===== config.mk =====
export PLATFORM = sky130hd
export DESIGN_NAME = shared_lock_pool
export DESIGN_NICKNAME = d
export VERILOG_FILES = /design/src/lock_pool_pkg.sv /design/src/slot_rotor.sv /design/src/first_free.sv /design/src/shared_lock_pool.sv
export SDC_FILE = /design/constraint.sdc
export NUM_CORES = 1
export LEC_CHECK = 0
export ABC_AREA = 1
export ABC_CLOCK_PERIOD_IN_PS = 3700
export BUFFER_PORTS_ARGS = -buffer_cell sky130_fd_sc_hd__buf_2
export CORE_AREA = 2 2 266 268
export CTS_CLUSTER_SIZE = 14
export DETAILED_ROUTE_END_ITERATION = 7
export DIE_AREA = 0 0 268 270
export PLACE_DENSITY_LB_ADDON = 0.2
export SYNTH_ARGS = -nofsm -noshare
export SYNTH_HDL_FRONTEND = slang
export SYNTH_HIERARCHICAL = 1
export SYNTH_SLANG_ARGS = --single-unit

===== constraint.sdc =====
create_clock -name REF_CLK_IN -period 3.7 [get_ports REF_CLK_IN]
set_clock_uncertainty 0.1 [all_clocks]
set_input_delay 0.185 -clock REF_CLK_IN [delete_from_list [all_inputs] [get_ports REF_CLK_IN]]
set_output_delay 0.185 -clock REF_CLK_IN [all_outputs]
set_load 0.05 [all_outputs]

===== src/lock_pool_pkg.sv =====
// package of shared constants for the shared lock pool
// assumes a single 40 MHz clock domain and cores that issue one request at a time
package lock_pool_pkg;
    localparam int NUM_LOCKS = 8;
    localparam int ID_BITS = 3;
    localparam int NUM_CORES = 8;
    localparam int CORE_BITS = 3;
    localparam int DATA_BITS = 32;
    localparam logic [5:0] HUB_INSTR = 6'h03;
    localparam logic [2:0] SRC_CHECKOUT = 3'h4;
    localparam logic [2:0] SRC_RELEASE = 3'h5;
    localparam logic [2:0] SRC_SET = 3'h6;
    localparam logic [2:0] SRC_CLEAR = 3'h7;
    localparam int CLK_PERIOD_NS = 25;
    localparam int MIN_CLOCKS = 7;
    localparam int MAX_CLOCKS = 22;
    // one slot per core per rotation; 2 clocks per slot gives 16-clock round
    localparam int SLOT_CLOCKS = 2;
    localparam logic [7:0] LOCKS_RESET = 8'h00;
endpackage


===== src/slot_rotor.sv =====
`timescale 1ns/1ps
// rotating access slot: names the core that owns the pool this slot
// assumes nothing beyond the shared clock and reset
module slot_rotor #(
    parameter int CORES = 8,
    parameter int SLOT_LEN = 2
) (
    input wire logic clk_in, // system clock
    input wire logic srst_in, // sync reset
    output logic [$clog2(CORES)-1:0] owner_out, // core owning the slot
    output logic slot_start_out // first clock of a slot
);
    logic [$clog2(SLOT_LEN+1)-1:0] tick_reg;
    always_ff @(posedge clk_in) begin
        if (srst_in) begin
            tick_reg <= '0;
            owner_out <= '0;
        end else if (tick_reg == $bits(tick_reg)'(SLOT_LEN - 1)) begin
            tick_reg <= '0;
            owner_out <= owner_out + 1'b1;
        end else begin
            tick_reg <= tick_reg + 1'b1;
        end
    end
    assign slot_start_out = (tick_reg == '0);
endmodule


===== src/first_free.sv =====
`timescale 1ns/1ps
// priority picker: lowest index with a zero bit
// purely combinational
module first_free #(
    parameter int N = 8,
    parameter int W = 3
) (
    input wire logic [N-1:0] used_in, // allocation map
    output logic [W-1:0] idx_out, // lowest free index
    output logic none_out // no free entry
);
    always_comb begin
        idx_out = '0;
        none_out = 1'b1;
        for (int i = N - 1; i >= 0; i--) begin
            if (!used_in[i]) begin
                idx_out = W'(i);
                none_out = 1'b0;
            end
        end
    end
endmodule


===== src/shared_lock_pool.sv =====
`timescale 1ns/1ps
// shared lock pool: eight lock bits plus allocation bits, reached by cores in their slot
// assumes each core holds its request level until it sees its done pulse

module shared_lock_pool #(
    parameter int CORES = lock_pool_pkg::NUM_CORES,
    parameter int LOCKS = lock_pool_pkg::NUM_LOCKS
) (
    input wire logic REF_CLK_IN, // system clock, 40 MHz
    input wire logic SRST_IN, // synchronous reset, active high
    input wire logic [CORES-1:0] REQ_IN, // per-core request level
    input wire logic [CORES*6-1:0] INSTR_IN, // per-core instruction field
    input wire logic [CORES*3-1:0] SRC_IN, // per-core immediate source
    input wire logic [CORES*32-1:0] ID_IN, // per-core ID register value
    input wire logic [CORES-1:0] ZERO_FLAG_WRITE_EFFECT_IN, // per-core zero write
    input wire logic [CORES-1:0] CARRY_FLAG_WRITE_EFFECT_IN, // per-core carry write
    input wire logic [CORES-1:0] RESULT_WRITE_IN, // per-core result bit
    output logic [CORES-1:0] DONE_OUT, // one-cycle completion pulse
    output logic [CORES-1:0] ZERO_WE_OUT, // zero flag update strobe
    output logic [CORES-1:0] ZERO_OUT, // zero flag value
    output logic [CORES-1:0] CARRY_WE_OUT, // carry flag update strobe
    output logic [CORES-1:0] CARRY_OUT, // carry flag value
    output logic [CORES-1:0] DEST_WE_OUT, // destination write strobe
    output logic [CORES*32-1:0] ALLOCATED_ID_REGISTER_OUT, // result value
    output logic [LOCKS-1:0] LOCK_STATE_OUT, // lock bits
    output logic [LOCKS-1:0] LOCK_ALLOC_OUT // allocation bits
);
    // ************************************************************
    // slot and issue timing
    // ************************************************************
    localparam int CB = $clog2(CORES);
    localparam int IB = lock_pool_pkg::ID_BITS;
    // issue takes MIN-1 clocks before slot wait; wait up to one round
    localparam int LEAD = lock_pool_pkg::MIN_CLOCKS - 2;
    localparam int ROUND = CORES * lock_pool_pkg::SLOT_CLOCKS;

    logic [CB-1:0] owner;
    logic slot_start;
    logic [IB-1:0] free_idx;
    logic none_free;
    logic [LOCKS-1:0] lock_reg;
    logic [LOCKS-1:0] alloc_reg;
    logic [CORES-1:0] req_seen_reg;
    logic [CORES-1:0] ready_reg;
    logic [CORES*4-1:0] lead_reg;

    slot_rotor #(.CORES(CORES), .SLOT_LEN(lock_pool_pkg::SLOT_CLOCKS)) u_rotor (
        .clk_in(REF_CLK_IN),
        .srst_in(SRST_IN),
        .owner_out(owner),
        .slot_start_out(slot_start)
    );

    first_free #(.N(LOCKS), .W(IB)) u_pick (
        .used_in(alloc_reg),
        .idx_out(free_idx),
        .none_out(none_free)
    );

    // ************************************************************
    // per-core decode and lead-in counter
    // ************************************************************
    logic [CORES-1:0] is_clr, is_new, is_ret, is_set, valid_op;
    logic [IB-1:0] core_id [CORES];
    genvar g;
    generate
        for (g = 0; g < CORES; g++) begin : g_core
            wire hub = (INSTR_IN[g*6 +: 6] == lock_pool_pkg::HUB_INSTR);
            assign is_clr[g] = hub && SRC_IN[g*3 +: 3] == lock_pool_pkg::SRC_CLEAR;
            assign is_new[g] = hub && SRC_IN[g*3 +: 3] == lock_pool_pkg::SRC_CHECKOUT;
            assign is_ret[g] = hub && SRC_IN[g*3 +: 3] == lock_pool_pkg::SRC_RELEASE;
            assign is_set[g] = hub && SRC_IN[g*3 +: 3] == lock_pool_pkg::SRC_SET;
            assign valid_op[g] = is_clr[g] | is_new[g] | is_ret[g] | is_set[g];
            assign core_id[g] = ID_IN[g*32 +: IB];

            // a fixed lead-in gives the 7-clock floor; slot wait adds the rest
            always_ff @(posedge REF_CLK_IN) begin
                if (SRST_IN) begin
                    lead_reg[g*4 +: 4] <= 4'h0;
                    ready_reg[g] <= 1'b0;
                    req_seen_reg[g] <= 1'b0;
                end else if (DONE_OUT[g] || !REQ_IN[g]) begin
                    lead_reg[g*4 +: 4] <= 4'h0;
                    ready_reg[g] <= 1'b0;
                    req_seen_reg[g] <= 1'b0;
                end else if (!req_seen_reg[g]) begin
                    req_seen_reg[g] <= 1'b1;
                end else if (lead_reg[g*4 +: 4] == 4'(LEAD - 1)) begin
                    ready_reg[g] <= 1'b1;
                end else begin
                    lead_reg[g*4 +: 4] <= lead_reg[g*4 +: 4] + 4'h1;
                end
            end
        end
    endgenerate

    // only the slot owner acts, and only at the slot's first clock
    wire serve = slot_start && ready_reg[owner] && !DONE_OUT[owner] && REQ_IN[owner];
    wire [IB-1:0] sid = core_id[owner];

    // ************************************************************
    // lock and allocation state
    // ************************************************************
    always_ff @(posedge REF_CLK_IN) begin
        if (SRST_IN) begin
            lock_reg <= lock_pool_pkg::LOCKS_RESET;
        end else if (serve && is_clr[owner]) begin
            lock_reg[sid] <= 1'b0;
        end else if (serve && is_set[owner]) begin
            lock_reg[sid] <= 1'b1;
        end
    end

    always_ff @(posedge REF_CLK_IN) begin
        if (SRST_IN) begin
            alloc_reg <= lock_pool_pkg::LOCKS_RESET;
        end else if (serve && is_new[owner] && !none_free) begin
            alloc_reg[free_idx] <= 1'b1;
        end else if (serve && is_ret[owner]) begin
            alloc_reg[sid] <= 1'b0;
        end
    end

    // ************************************************************
    // per-core answer
    // ************************************************************
    always_ff @(posedge REF_CLK_IN) begin
        if (SRST_IN) begin
            DONE_OUT <= '0;
            ZERO_WE_OUT <= '0;
            ZERO_OUT <= '0;
            CARRY_WE_OUT <= '0;
            CARRY_OUT <= '0;
            DEST_WE_OUT <= '0;
            ALLOCATED_ID_REGISTER_OUT <= '0;
        end else begin
            DONE_OUT <= '0;
            ZERO_WE_OUT <= '0;
            CARRY_WE_OUT <= '0;
            DEST_WE_OUT <= '0;
            if (serve) begin
                DONE_OUT[owner] <= 1'b1;
                if (!valid_op[owner]) begin
                    // unknown source: complete with no effect so the core is not stuck
                    ZERO_WE_OUT[owner] <= 1'b0;
                end else if (is_new[owner]) begin
                    ZERO_WE_OUT[owner] <= ZERO_FLAG_WRITE_EFFECT_IN[owner];
                    ZERO_OUT[owner] <= (free_idx == '0) && !none_free;
                    CARRY_WE_OUT[owner] <= CARRY_FLAG_WRITE_EFFECT_IN[owner];
                    CARRY_OUT[owner] <= none_free;
                    DEST_WE_OUT[owner] <= RESULT_WRITE_IN[owner];
                    // full pool reports 7, the highest ID
                    ALLOCATED_ID_REGISTER_OUT[owner*32 +: 32] <=
                        none_free ? 32'(LOCKS - 1) : 32'(free_idx);
                end else begin
                    ZERO_WE_OUT[owner] <= ZERO_FLAG_WRITE_EFFECT_IN[owner];
                    ZERO_OUT[owner] <= (sid == '0);
                    CARRY_WE_OUT[owner] <= CARRY_FLAG_WRITE_EFFECT_IN[owner];
                    CARRY_OUT[owner] <= is_ret[owner] ? (&alloc_reg) : lock_reg[sid];
                    DEST_WE_OUT[owner] <= RESULT_WRITE_IN[owner];
                    ALLOCATED_ID_REGISTER_OUT[owner*32 +: 32] <= 32'(sid);
                end
            end
        end
    end

    always_ff @(posedge REF_CLK_IN) begin
        if (SRST_IN) begin
            LOCK_STATE_OUT <= '0;
            LOCK_ALLOC_OUT <= '0;
        end else begin
            LOCK_STATE_OUT <= lock_reg;
            LOCK_ALLOC_OUT <= alloc_reg;
        end
    end

    // ************************************************************
    // assertions
    // ************************************************************
    logic [5:0] wait_cnt [CORES];
    generate
        for (g = 0; g < CORES; g++) begin : g_wait
            always_ff @(posedge REF_CLK_IN) begin
                if (SRST_IN || !REQ_IN[g] || DONE_OUT[g]) begin
                    wait_cnt[g] <= 6'h00;
                end else begin
                    wait_cnt[g] <= wait_cnt[g] + 6'h01;
                end
            end
            a_done_window: assert property (@(posedge REF_CLK_IN) disable iff (SRST_IN)
                DONE_OUT[g] |-> (wait_cnt[g] >= 6'(lock_pool_pkg::MIN_CLOCKS)
                && wait_cnt[g] <= 6'(lock_pool_pkg::MAX_CLOCKS)))
                else $error("lock op finished outside 7..22 clocks");
        end
    endgenerate

    a_clear_bit: assert property (@(posedge REF_CLK_IN) disable iff (SRST_IN)
        serve && is_clr[owner] |=> !lock_reg[$past(sid)])
        else $error("clear left lock bit set");
    a_clear_carry: assert property (@(posedge REF_CLK_IN) disable iff (SRST_IN)
        serve && is_clr[owner] |=> CARRY_OUT[$past(owner)] == $past(lock_reg[sid]))
        else $error("clear carry not prior lock state");
    a_clear_zero: assert property (@(posedge REF_CLK_IN) disable iff (SRST_IN)
        serve && is_clr[owner] |=> ZERO_OUT[$past(owner)] == ($past(sid) == 3'h0))
        else $error("clear zero flag wrong");
    a_clear_id: assert property (@(posedge REF_CLK_IN) disable iff (SRST_IN)
        serve && is_clr[owner] |=>
        ALLOCATED_ID_REGISTER_OUT[$past(owner)*32 +: 32] == 32'($past(sid)))
        else $error("clear result ID wrong");
    a_dest_gate: assert property (@(posedge REF_CLK_IN) disable iff (SRST_IN)
        serve && (is_clr[owner] || is_ret[owner]) && !RESULT_WRITE_IN[owner]
        |=> DEST_WE_OUT == '0)
        else $error("destination written without result effect");
    a_new_lowest: assert property (@(posedge REF_CLK_IN) disable iff (SRST_IN)
        serve && is_new[owner] && !alloc_reg[0] |=> alloc_reg[0])
        else $error("checkout skipped lowest free lock");
    a_new_full: assert property (@(posedge REF_CLK_IN) disable iff (SRST_IN)
        serve && is_new[owner] && (&alloc_reg) |=> CARRY_OUT[$past(owner)] && $stable(alloc_reg))
        else $error("full pool checkout wrong");
    a_new_zero: assert property (@(posedge REF_CLK_IN) disable iff (SRST_IN)
        serve && is_new[owner] && !none_free |=>
        ZERO_OUT[$past(owner)] == ($past(free_idx) == 3'h0))
        else $error("checkout zero flag wrong");
    a_ret_free: assert property (@(posedge REF_CLK_IN) disable iff (SRST_IN)
        serve && is_ret[owner] |=> !alloc_reg[$past(sid)])
        else $error("release kept lock allocated");
    a_ret_carry: assert property (@(posedge REF_CLK_IN) disable iff (SRST_IN)
        serve && is_ret[owner] |=> CARRY_OUT[$past(owner)] == $past(&alloc_reg))
        else $error("release carry wrong");
    a_one_done: assert property (@(posedge REF_CLK_IN) disable iff (SRST_IN)
        $onehot0(DONE_OUT))
        else $error("two cores served at once");

    // ************************************************************
    // checkout, clear, release, strobe, timing and map checks
    // ************************************************************
    a_new_unique: assert property (@(posedge REF_CLK_IN) disable iff (SRST_IN)
        serve && is_new[owner] && !none_free |=> alloc_reg[$past(free_idx)]
        && $countones(alloc_reg) == $countones($past(alloc_reg)) + 1)
        else $error("checkout did not reserve exactly one lock");
    a_new_id: assert property (@(posedge REF_CLK_IN) disable iff (SRST_IN)
        serve && is_new[owner] && !none_free |=>
        ALLOCATED_ID_REGISTER_OUT[$past(owner)*32 +: 32] == 32'($past(free_idx)))
        else $error("checkout result ID wrong");
    a_new_dest: assert property (@(posedge REF_CLK_IN) disable iff (SRST_IN)
        serve && is_new[owner] |=> DEST_WE_OUT[$past(owner)] == $past(RESULT_WRITE_IN[owner]))
        else $error("checkout destination strobe wrong");
    a_full_zero: assert property (@(posedge REF_CLK_IN) disable iff (SRST_IN)
        serve && is_new[owner] && none_free |=> !ZERO_OUT[$past(owner)])
        else $error("full pool checkout raised zero flag");
    a_clear_dest: assert property (@(posedge REF_CLK_IN) disable iff (SRST_IN)
        serve && is_clr[owner] && RESULT_WRITE_IN[owner] |=> DEST_WE_OUT[$past(owner)])
        else $error("clear with result effect did not write");
    a_ret_id: assert property (@(posedge REF_CLK_IN) disable iff (SRST_IN)
        serve && is_ret[owner] |=>
        ALLOCATED_ID_REGISTER_OUT[$past(owner)*32 +: 32] == 32'($past(sid)))
        else $error("release result ID wrong");
    a_strobe_gate: assert property (@(posedge REF_CLK_IN) disable iff (SRST_IN)
        ((ZERO_WE_OUT | CARRY_WE_OUT | DEST_WE_OUT) & ~DONE_OUT) == '0)
        else $error("flag or destination strobe without done");
    a_unknown_quiet: assert property (@(posedge REF_CLK_IN) disable iff (SRST_IN)
        serve && !valid_op[owner] |=> (ZERO_WE_OUT | CARRY_WE_OUT | DEST_WE_OUT) == '0)
        else $error("unknown source changed core state");
    a_slot_only: assert property (@(posedge REF_CLK_IN) disable iff (SRST_IN)
        DONE_OUT != '0 |-> $past(slot_start))
        else $error("done outside a slot start");
    // service lands after the lead-in and no later than one full rotation
    a_serve_time: assert property (@(posedge REF_CLK_IN) disable iff (SRST_IN)
        serve |-> wait_cnt[owner] >= 6'(LEAD + 1)
        && wait_cnt[owner] < 6'(LEAD + 1 + ROUND))
        else $error("service outside the slot window");
    a_map_lag: assert property (@(posedge REF_CLK_IN) disable iff (SRST_IN)
        LOCK_STATE_OUT == $past(lock_reg) && LOCK_ALLOC_OUT == $past(alloc_reg))
        else $error("lock map outputs out of step");

    c_clear: cover property (@(posedge REF_CLK_IN) serve && is_clr[owner]);
    c_new_full: cover property (@(posedge REF_CLK_IN) serve && is_new[owner] && none_free);
    c_release: cover property (@(posedge REF_CLK_IN) serve && is_ret[owner] && (&alloc_reg));
    c_new_no_result: cover property (@(posedge REF_CLK_IN)
        serve && is_new[owner] && !RESULT_WRITE_IN[owner]);
    c_two_ready: cover property (@(posedge REF_CLK_IN) !$onehot0(ready_reg));
endmodule


After elaboration in Yosys (flattened, before gate mapping)
Index checks and enable logic that the tools add are counted.
{"block": "word_totals", "in_bits": 362, "register_bits": 389, "out_inout_bits": 320, "word_cells": 318}
{"block": "op_classes", "addsub": 11, "n_bitwise": 43, "shift": 3, "n_eq_ne": 49, "order_cmp": 7, "n_reduce_logical": 96, "muxes": 72}
{"operator": "$bwmux 256", "count": 2}
{"operator": "$shiftx 32x34->256", "count": 2}
{"operator": "$mux 256", "count": 1}
{"operator": "$shift 32x34->256 const A", "count": 1}
{"operator": "$eq 3x3->1 const B", "count": 32}
{"operator": "$eq 6x2->1 const B", "count": 8}
{"operator": "$mux 8", "count": 6}
{"operator": "$logic_and 1x1->1", "count": 44}
{"operator": "$and 8x8->8", "count": 5}
{"operator": "$bmux 1 s3", "count": 12}
{"operator": "$neg 8->34", "count": 1}
{"operator": "$reduce_and 2->1", "count": 17}
{"operator": "$mux 3", "count": 11}
{"operator": "$add 4x1->4 const B", "count": 8}
{"operator": "$bwmux 8", "count": 4}
{"operator": "$eq 4x3->1 const B", "count": 8}
{"operator": "$mux 1", "count": 32}
{"operator": "$or 1x1->1", "count": 24}
{"operator": "$reduce_or 2->1", "count": 10}
{"operator": "$or 8x8->8", "count": 2}
{"operator": "$lt 3x4->1 const B", "count": 3}
{"operator": "$logic_not 1->1", "count": 10}
{"operator": "$not 1->1", "count": 10}
{"operator": "$bmux 3 s3", "count": 1}
{"operator": "14 further kinds", "count": 27}

Depth between registers and ports, before layout
Gate-level depths: netlist of run 1.
{"block": "logic_depth", "ltp_word": 14, "ltp_mapped": 18, "depth_no_buf": 15}

Modules after synthesis
The synthesis of run 1 kept the hierarchy.
{"module": "shared_lock_pool", "cells_each": 1981, "n_inst": 1, "area_per_inst_um2": 14921.8}
{"module": "slot_rotor", "cells_each": 26, "n_inst": 1, "area_per_inst_um2": 242.7}
{"module": "first_free", "cells_each": 17, "n_inst": 1, "area_per_inst_um2": 77.6}

Least setup slack after synthesis of run 1
OpenSTA, ideal clock, no wires.
{"block": "synth_path", "path_type": "reg-to-reg", "from": "register u_rotor.owner_out[0]", "to": "register ALLOCATED_ID_REGISTER_OUT[129]", "setup_time_ns": 0.132, "period_less_slack_ns": 2.695, "arrival_ns": 2.463, "path_stages_with_launch": 17, "setup_slack_ns": 1.005, "path_cell_list": "dfxtp_1 -> buf_6 -> inv_4 -> buf_2 -> ha_1 -> ha_1 -> buf_2 -> inv_1 -> nor2_1 -> inv_1 -> nor4_1 -> inv_1 -> nor2_2 -> inv_2 -> buf_2 -> nand2_1 -> a21oi_1"}
{"block": "synth_between", "elab_chain_cells": 7, "elab_cells_between_ends": 26, "cone_classes": "add/sub (1); shift (3); mux (16); bitwise (1); reduce/logical (5)"}
{"item": "from (decl)", "line": "slot_rotor.sv:10", "text": "output logic [$clog2(CORES)-1:0] owner_out,"}
{"item": "from (signal assigned)", "line": "slot_rotor.sv:20", "text": "owner_out <= owner_out + 1'b1;"}
{"item": "parallel branches: the longest is 7 deep, another holds $neg 8->34"}
{"item": "to (signal, indexed assignment)", "line": "shared_lock_pool.sv:153", "text": "ALLOCATED_ID_REGISTER_OUT[owner*32 +: 32] <="}
{"item": "to (signal, indexed assignment)", "line": "shared_lock_pool.sv:161", "text": "ALLOCATED_ID_REGISTER_OUT[owner*32 +: 32] <= 32'(sid);"}
{"item": "to (decl)", "line": "shared_lock_pool.sv:24", "text": "output logic [CORES*32-1:0] ALLOCATED_ID_REGISTER_OUT,"}
Parallel ways; which one is timed is not known. The select of a mux whose other input is x is not followed.
A chain may end at the register's enable or synchronous reset.

Worst setup path in the final report of run 1
{"block": "layout_path", "from": "register u_rotor.owner_out[1]", "to": "register CARRY_OUT[3]"}
{"block": "layout_between", "elab_chain_cells": 9, "elab_cells_between_ends": 32, "cone_classes": "order compare (2); mux (23); bitwise (1); reduce/logical (6)"}
{"item": "$not 3->4 (implied by the code)", "line": "shared_lock_pool.sv:99", "text": "wire [IB-1:0] sid = core_id[owner];"}
{"item": "$bmux 3 s3", "line": "shared_lock_pool.sv:99"}
{"item": "$mux 3 (implied by the code) (2 in series)", "line": "shared_lock_pool.sv:99"}
{"item": "$bmux 1 s3", "line": "shared_lock_pool.sv:159", "text": "CARRY_OUT[owner] <= is_ret[owner] ? (&alloc_reg) : lock_reg[sid];"}
{"item": "$mux 1 (implied by the code)", "line": "shared_lock_pool.sv:159"}
{"item": "$mux 1", "line": "shared_lock_pool.sv:159"}
{"item": "$bwmux 8", "line": "shared_lock_pool.sv:159"}
{"item": "$mux 8", "line": "shared_lock_pool.sv:146", "text": "end else if (is_new[owner]) begin"}
{"item": "to (signal, indexed assignment)", "line": "shared_lock_pool.sv:150", "text": "CARRY_OUT[owner] <= none_free;"}
{"item": "to (signal, indexed assignment)", "line": "shared_lock_pool.sv:159"}
{"item": "to (decl)", "line": "shared_lock_pool.sv:22", "text": "output logic [CORES-1:0] CARRY_OUT,"}
Several ways; a longest one is shown, not always the timed one. The select of a mux whose other input is x is not followed.

==> metrics.txt, run 1 <==
status=finished clean; crit path capture type=register; combinational power share=8.0%; post-synthesis compound-gate area fraction=5.763%; post-synthesis mux area share=0%; crit path DAT=3720 ps; layout cells sized above 1=24.06%; Max-Cap Viols=0; clock tree buffer depth=3; Synth Area in XOR/XNOR=0%; number of iterations in the first detailed-routing pass=5; clk root buf=clkbuf_16; worst hold slack=46.96 ps; count of cell types in the netlist=43; clk_lat worst skew=580 ps; Mapped Area=0.01524 sq mm; final period utilization=89.48%; I/O pins=682; simple-gate share of the synthesized area=27.54%; HPWL Detailed=39,590 um; vias in the first global route=13.57k; Total GRT Usage=14.15%; crit-path most repeated cell=nand2_1; Overall Power=0.009764 W; final max-slew violation count=0; top-count cell post-synth=inv_1; clk slew on worst S/H paths=60 ps; synthesized flop and latch total=389; Synth area leader=dfxtp_1; Commonest cells post-synth=inv_1 (431), dfxtp_1 (389), nand3_1 (325); Max stage delay on crit path=570 ps; CTS tree=built; Hold Vio Cnt, Final=0; Slowest cell on crit path=nor2_2; leakage=11.16 nW; die area=0.07236 sq mm; total CTS buffers=46; clock network power share=48.6%; Net Switching=0.002452 W; hold crit path type=input pin to register; Finished Cell Area=0.02015 sq mm; vias=14.03k; slew of the pin with the lowest slew margin=841.4 ps; Mapped Cells=2,024; num rows=97; Sink Count=389; met2 usage=24.22%; Switching Fraction=25.11%; synth warn=6; Slew headroom=43.29%; largest net degree at the start of global routing=134; Seq/Total Area, Yosys=51.09%; P&R area growth vs syn=32.22%; Highest Clock Rate=302.0 MHz; cell-internal power=0.007312 W; Crit Path Max Fanout=14; top area cells in the synthesized netlist=dfxtp_1 (51%), nand3_1 (11%), inv_1 (11%); Seq pwr share=43.3%; top cell type's share of synthesized area=51.09%; CP Cell Sequence=buf_4 > nand2_1 > nor2_2 > o21ai_0 > nand2_1 > nor2_1 > nand2_1 > nor2_1 > inv_1 > nand2_1 > a21oi_1; setup bufs post-CTS=0; Die Ht=270 um; area of the core=0.06954 sq mm; PD cells=484.5 mW/mm^2; final setup fails=0; GP Congestion=0.8798; VDD IR max=274.8 uV; number of flops mapped to enable cells by yosys=0; met3 Usage GRT=4.039%; Required @ worst endpoint=4110 ps; busiest layer in global routing=met2; Synth Area per Inst=7.531 sq um; top_reg_cell synth=dfxtp_1; async set-or-reset flop fraction in the synthesized netlist=0%; non-filler instance count after layout=3,451; max reg flops=256; initial antenna violation count=2; post-route minimum period=3311 ps; vias per inst=4.066; main combinational cell family by area after synthesis=simple AND/OR/NAND/NOR gates; Synth Area in Adders=1.970%; Post-DP Area=0.01845 sq mm; DP Cell Count=3,357; H-tree levels=2; DRT iter0 DRCs=744; WL final=52,060 um; Die X=268 um; routing usage on met1=16.64%; critical path type=register to register; RSZ-0062 raised after global routing=no; DR WL/cell=15.09 um; first-pass GRT wire length=79,630 um; I/O Buffers=449; gr ovfl total=0; total negative slack=0 ps; Syn Nets=2,410; DRC=0; antenna viol nets, final=0; Initial Util=21.92%; fin nets=2,862; startpoint types=register
area by class of cell:
type                    instances  area (sq um)
diodes                          1         2.502
clock buffers                  67          1350
clock inverters                15         239.0
fillers                      7578         49390
inverters                     452          1708
multi-input cells            1108          5376
flip-flops and latches        389          7789
well taps                     940          1176
repair buffers                479          2512
cells by family (layout without fill, tap and decap cells):
family / Yosys count / in the layout
compound gates: 165 / 165
fa+ha+maj: 24 / 24
buf+inv: 527 / 1013
flops: 389 / 389
other cells: 0 / 1
simple gates: 919 / 919
placed cells by master (no fill, tap or decap), drive strengths merged, types with 2 or more instances in the layout:
cell	netlist	routed
nand3b	4	4
nor3	30	30
and2	3	3
bufinv	0	5
clkinv	1	8
a22o	2	2
nand3	329	329
o21a	2	2
a31oi	2	2
dfxtp	389	389
clkbuf	11	67
inv	451	453
a21oi	62	62
nand2	308	308
nand4	31	31
a22oi	2	2
buf	64	468
ha	24	24
nor3b	6	6
nor2	203	203
or2	4	4
o21ai	89	89
dlygate4sd3	0	11
a21boi	2	2
repair_timing:
action | 4_1_cts | 5_1_grt
hold buffers | 11 | 0
endpoints found under the hold margin | 53 | 0
endpoints found under the setup margin | 0 | 0
resized for setup | 0 | 0
path summary, 6_finish.rpt:
| kind | end | cells past startpoint | slack, ps | start |
|---|---|---|---|---|
| max | CARRY_OUT[3] | 11 | 390 | u_rotor/owner_out[1] |
| min | CARRY_WE_OUT[1] | 5 | 50 | CARRY_FLAG_WRITE_EFFECT_IN[3] |
| max reg2reg | CARRY_OUT[3] | 11 | 390 | u_rotor/owner_out[1] |
| min reg2reg | ALLOCATED_ID_REGISTER_OUT[242] | 2 | 350 | ALLOCATED_ID_REGISTER_OUT[242] |
power groups by stage:
stage / registers (W) / logic (W) / clock network [W]
final: 0.00423 / 0.000784 / 0.00475
after global routing: 0.00423 / 0.000884 / 0.00510
after CTS: 0.00423 / 0.000797 / 0.00492
after detailed placement: 0.00432 / 0.000787 / 0
after global placement: 0.00432 / 0.000778 / 0
after floorplan: 0.00431 / 0.000474 / 0
through the flow:
step           setup slack, ps  utilization, %
6_report                 389.1           28.98
5_1_grt                  111.8           28.98
4_1_cts                  297.8           28.98
3_5_place_dp             322.9           26.53
3_3_place_gp             332.9           26.53
2_1_floorplan             1005               -
per-layer routing:
metal,vias up,share of wire (%)
li1,7167,-
met5,-,0.031
met2,412,47
met4,2,3.5
met3,96,7.4
met1,6354,43
worst max-delay path: cells and delay by family (launching register included):
kind                   cells  cell delay [ps]
and+or+nand+nor            7             1710
DFF                        1              490
buffers and inverters      2              460
AOI/OAI and AO/OA          2              460
Power figures use the tool's default switching activity.
==> run 2: changes to the inputs <==
--- a/config.mk
+++ b/config.mk
@@ -6,7 +6,7 @@
 export NUM_CORES = 1
 export LEC_CHECK = 0
 export ABC_AREA = 1
-export ABC_CLOCK_PERIOD_IN_PS = 3700
+export ABC_CLOCK_PERIOD_IN_PS = 3900
 export BUFFER_PORTS_ARGS = -buffer_cell sky130_fd_sc_hd__buf_2
 export CORE_AREA = 2 2 266 268
 export CTS_CLUSTER_SIZE = 14
==> constraint.sdc (replaced) <==
create_clock -name REF_CLK_IN -period 3.9 [get_ports REF_CLK_IN]
set_clock_uncertainty 0.1 [all_clocks]
set_input_delay 0.195 -clock REF_CLK_IN [delete_from_list [all_inputs] [get_ports REF_CLK_IN]]
set_output_delay 0.195 -clock REF_CLK_IN [all_outputs]
set_load 0.05 [all_outputs]
==> metrics.txt, run 2 (same netlist as run 1, synthesis figures left out) <==
crit path DAT=3730 ps; vias per inst=4.062; Total GRT Usage=13.97%; HPWL Detailed=39,600 um; post-layout util=29.04%; Slew headroom=35.66%; GP Congestion=0.8936; total negative slack=0 ps; final setup fails=0; Highest Clock Rate=300.2 MHz; Required @ worst endpoint=4300 ps; Net Switching=0.002353 W; Switching Fraction=25.07%; hold-fix buffers at CTS=9; non-filler instance count after layout=3,454; fin nets=2,861; vias in the first global route=13.53k; commonest non-fill, non-tap cell in the layout=buf_2; post-CTS resize count=0; final period utilization=85.41%; cell-internal power=0.007031 W; CTS tree=built; setup bufs post-CTS=0; Crit Path Max Fanout=14; layout cells sized above 1=24.48%; DR WL/cell=15.03 um; H-tree levels=2; area of the core=0.06954 sq mm; RSZ-0062 raised after global routing=no; status=finished clean; Sink Count=389; number of iterations in the first detailed-routing pass=5; clk_lat worst skew=580 ps; critical path type=register to register; Die Ht=270 um; gr ovfl total=0; die area=0.07236 sq mm; num rows=97; clk slew on worst S/H paths=60 ps; hold crit path type=input pin to register; most frequent cells in the layout=buf_2 (449), inv_1 (431), dfxtp_1 (388); post-route minimum period=3331 ps; DRT iter0 DRCs=622; max reg flops=256; DP Cell Count=3,358; PD cells=464.7 mW/mm^2; final max-slew violation count=0; slew of the pin with the lowest slew margin=965.1 ps; initial antenna violation count=2; WL final=51,900 um; I/O pins=682; total CTS buffers=46; clock tree buffer depth=3; DRC=0; vias=14.03k; Seq pwr share=42.7%; Die X=268 um; Max-Cap Viols=0; I/O Buffers=449; VDD IR max=329.8 uV; combinational power share=7.8%; Overall Power=0.009384 W; leakage=11.19 nW; FILL cells=7,634; startpoint types=register; first-pass GRT wire length=78,520 um; largest net degree at the start of global routing=143; P&R area growth vs syn=32.47%; worst hold slack=30.20 ps; Hold Vio Cnt, Final=0; clk root buf=clkbuf_16; Initial Util=21.92%; clock network power share=49.4%; crit path capture type=register; antenna viol nets, final=0
[run 2: cell types whose count changed in the layout (fill, tap and decap cells not counted)]
| cell | previous run | this run |
|---|---|---|
| inv_16 | 0 | 1 |
| clkinvlp_4 | 1 | 3 |
| diode_2 | 1 | 2 |
| bufinv_16 | 5 | 7 |
| buf_12 | 1 | 0 |
| clkbuf_8 | 12 | 8 |
| inv_6 | 2 | 4 |
| clkbuf_16 | 46 | 47 |
| clkinv_16 | 1 | 0 |
| clkbuf_1 | 9 | 2 |
| buf_4 | 18 | 20 |
| clkinv_2 | 6 | 13 |
| dlygate4sd3_1 | 11 | 9 |
[run 2: critical path, cell delays in order (launching register included)]
cell     delay, ps
dfxtp_1        600
buf_4          240
nand2_1        100
nor2_2         270
buf_4          250
o21ai_0        120
nand2_1         90
nor2_1          60
nand2_1        440
nor2_1         120
inv_1          230
nand2_1        380
a21oi_1        240
[run 2: through the flow]
stage / area, sq um / setup slack, ps
5_1_grt: 20190 / 328.0
3_5_place_dp: 18450 / 561.3
2_1_floorplan: 15240 / 1205
4_1_cts: 20190 / 556.2
3_3_place_gp: 18450 / 583.8
6_report: 20190 / 568.9
[run 2: power groups by stage]
stage	sequential (W)	combinational, W	clock, W
2_1_floorplan	0.00409	0.000450	0
3_3_place_gp	0.00410	0.000729	0
3_5_place_dp	0.00410	0.000739	0
4_1_cts	0.00401	0.000748	0.00482
5_1_grt	0.00401	0.000826	0.00498
6_report	0.00401	0.000734	0.00464
[run 2: per-layer routing]
layer | part of all wire [%] | global-route usage (%) | up-vias | wire length (um)
met4 | 3.0 | 4.984 | 0 | 1559
met2 | 47 | 24.09 | 440 | 24550
met1 | 42 | 16.32 | 6329 | 21710
met5 | 0 | 0 | - | 0
li1 | - | - | 7182 | -
met3 | 7.9 | 4.085 | 80 | 4081
[run 2: cell type report]
type                       count  area (sq um)  area share (%)
clock buffer                  57          1294           6.407
timing repair buffer         478          2487           12.32
inverter                     452          1708           8.458
sequential                   389          7789           38.57
clock inverter                28         356.6           1.766
multi-input combinational   1108          5376           26.63
tap                          940          1176           5.825
antenna                        2         5.005         0.02479
[run 2: path summary, 6_finish.rpt]
check	from	end	slack [ps]	cells past startpoint
min reg2reg	ALLOCATED_ID_REGISTER_OUT[148]	ALLOCATED_ID_REGISTER_OUT[148]	350	2
max	u_rotor/owner_out[1]	CARRY_OUT[2]	570	12
min	CARRY_FLAG_WRITE_EFFECT_IN[1]	CARRY_WE_OUT[1]	30	5
max reg2reg	u_rotor/owner_out[1]	CARRY_OUT[2]	570	12
==> run 3: changes to the inputs <==
--- a/config.mk
+++ b/config.mk
@@ -8,10 +8,10 @@
 export ABC_AREA = 1
 export ABC_CLOCK_PERIOD_IN_PS = 3900
 export BUFFER_PORTS_ARGS = -buffer_cell sky130_fd_sc_hd__buf_2
-export CORE_AREA = 2 2 266 268
+export CORE_AREA = 2 2 265 267
 export CTS_CLUSTER_SIZE = 14
 export DETAILED_ROUTE_END_ITERATION = 7
-export DIE_AREA = 0 0 268 270
+export DIE_AREA = 0 0 267 269
 export PLACE_DENSITY_LB_ADDON = 0.2
 export SYNTH_ARGS = -nofsm -noshare
 export SYNTH_HDL_FRONTEND = slang
==> metrics.txt, run 3 (same netlist as run 1, synthesis figures left out) <==
Max-Cap Viols=0; setup bufs post-CTS=0; combinational power share=8.0%; Die X=267 um; n_diodes=0; area taken by flip-flops and latches=0.007789 sq mm; I/O pins=682; most frequent cells in the layout=buf_2 (449), inv_1 (431), dfxtp_1 (388); P&R area growth vs syn=32.19%; H-tree levels=2; number of iterations in the first detailed-routing pass=5; clk root buf=clkbuf_16; clk_lat worst skew=570 ps; post-route minimum period=3740 ps; HPWL Detailed=39,070 um; slew of the pin with the lowest slew margin=1189 ps; Seq pwr share=43.4%; Highest Clock Rate=267.3 MHz; CTS tree=built; FILL cells=7,571; post-layout util=29.08%; crit path DAT=4090 ps; CP bufs+invs=5; startpoint types=register; final period utilization=95.91%; max reg flops=256; area of the core=0.06930 sq mm; gr ovfl total=0; Crit Path Max Fanout=28; Total GRT Usage=13.75%; clock network power share=48.6%; I/O Buffers=449; commonest non-fill, non-tap cell in the layout=buf_2; layout cells sized above 1=24.12%; worst setup margin=159.5 ps; hold crit path type=input pin to register; leakage=11.15 nW; RSZ-0062 raised after global routing=no; Switching Fraction=24.94%; crit-path most repeated cell=dlygate4sd3_1; cell-internal power=0.006943 W; vias=14.00k; Hold Vio Cnt, Final=0; Die Ht=269 um; critical path's top delay family=buffers and inverters; CP Cell Sequence=inv_4 > nand3_1 > inv_1 > buf_4 > a22o_1 > dlygate4sd3_1 > o41ai_2 > dlygate4sd3_1 > nor2_1; Post-DP Area=0.01844 sq mm; final setup fails=0; WL final=51,570 um; first-pass GRT wire length=76,510 um; Slew headroom=20.71%; status=finished clean; fin nets=2,861; final max-slew violation count=0; vias per inst=4.056; vias in the first global route=13.38k; PD cells=459.1 mW/mm^2; clk slew on worst S/H paths=60 ps; total negative slack=0 ps; VDD IR max=273.1 uV; Initial Util=21.99%; critical path type=register to register; die area=0.07182 sq mm; Multi-input gate area=0.005376 sq mm; hold-fix buffers at CTS=11; post-CTS resize count=0; largest net degree at the start of global routing=168; total CTS buffers=46; DRT iter0 DRCs=642; GP Congestion=0.8750; Max stage delay on crit path=790 ps; Finished Cell Area=0.02015 sq mm; clock tree buffer depth=3; Slowest cell on crit path=dfxtp_2; num rows=97; initial antenna violation count=4; antenna viol nets, final=0; DRC=0; worst slack, placed=331.1 ps; crit path capture type=register; Required @ worst endpoint=4250 ps; Net Switching=0.002307 W; Overall Power=0.009250 W; DR WL/cell=14.94 um; Sink Count=389
-- run 3: final timing paths --
kind | slack, ps | startpoint | endpoint | cells past startpoint
max reg2reg | 160 | u_rotor/owner_out[0] | CARRY_WE_OUT[3] | 9
max | 160 | u_rotor/owner_out[0] | CARRY_WE_OUT[3] | 9
min reg2reg | 350 | ready_reg[7] | ready_reg[7] | 2
min | 70 | RESULT_WRITE_IN[3] | DEST_WE_OUT[4] | 6
-- run 3: cell type report --
cell class                      instances  area share [%]
Clock buffer                           66           6.688
Clock inverter                         19           1.230
Inverter                              452           8.476
Multi-Input combinational cell       1108           26.68
Sequential cell                       389           38.66
Tap cell                              940           5.837
Timing Repair Buffer                  478           12.43
-- run 3: through the flow --
stage | hold slack [ps] | instances
2_1_floorplan | 157.4 | 2024
3_3_place_gp | 339.3 | 3356
3_5_place_dp | 338.1 | 3356
4_1_cts | 36.13 | 3452
5_1_grt | 100.2 | 3452
6_report | 71.81 | 3452
-- run 3: power by group through the flow --
| stage | logic [W] | clock network [W] | registers [W] |
|---|---|---|---|
| finish | 0.000738 | 0.00449 | 0.00402 |
| global route | 0.000830 | 0.00485 | 0.00402 |
| CTS | 0.000752 | 0.00468 | 0.00402 |
| detailed placement | 0.000740 | 0 | 0.00411 |
| global placement | 0.000731 | 0 | 0.00411 |
| floorplan | 0.000450 | 0 | 0.00409 |
-- run 3: worst reg2reg max path, delay by kind of cell, from the launching register on --
kind,cells,cell delay [ps]
compound gates,2,510
flops,1,790
simple gates,2,390
buf+inv,5,1850
-- run 3: metal layers --
| layer | up-vias | track usage (%) | part of all wire (%) |
|---|---|---|---|
| met1 | 6299 | 16.56 | 43 |
| met5 | - | 0 | 0.052 |
| met4 | 4 | 5.087 | 3.3 |
| li1 | 7167 | - | - |
| met3 | 93 | 3.753 | 6.9 |
| met2 | 439 | 23.40 | 47 |
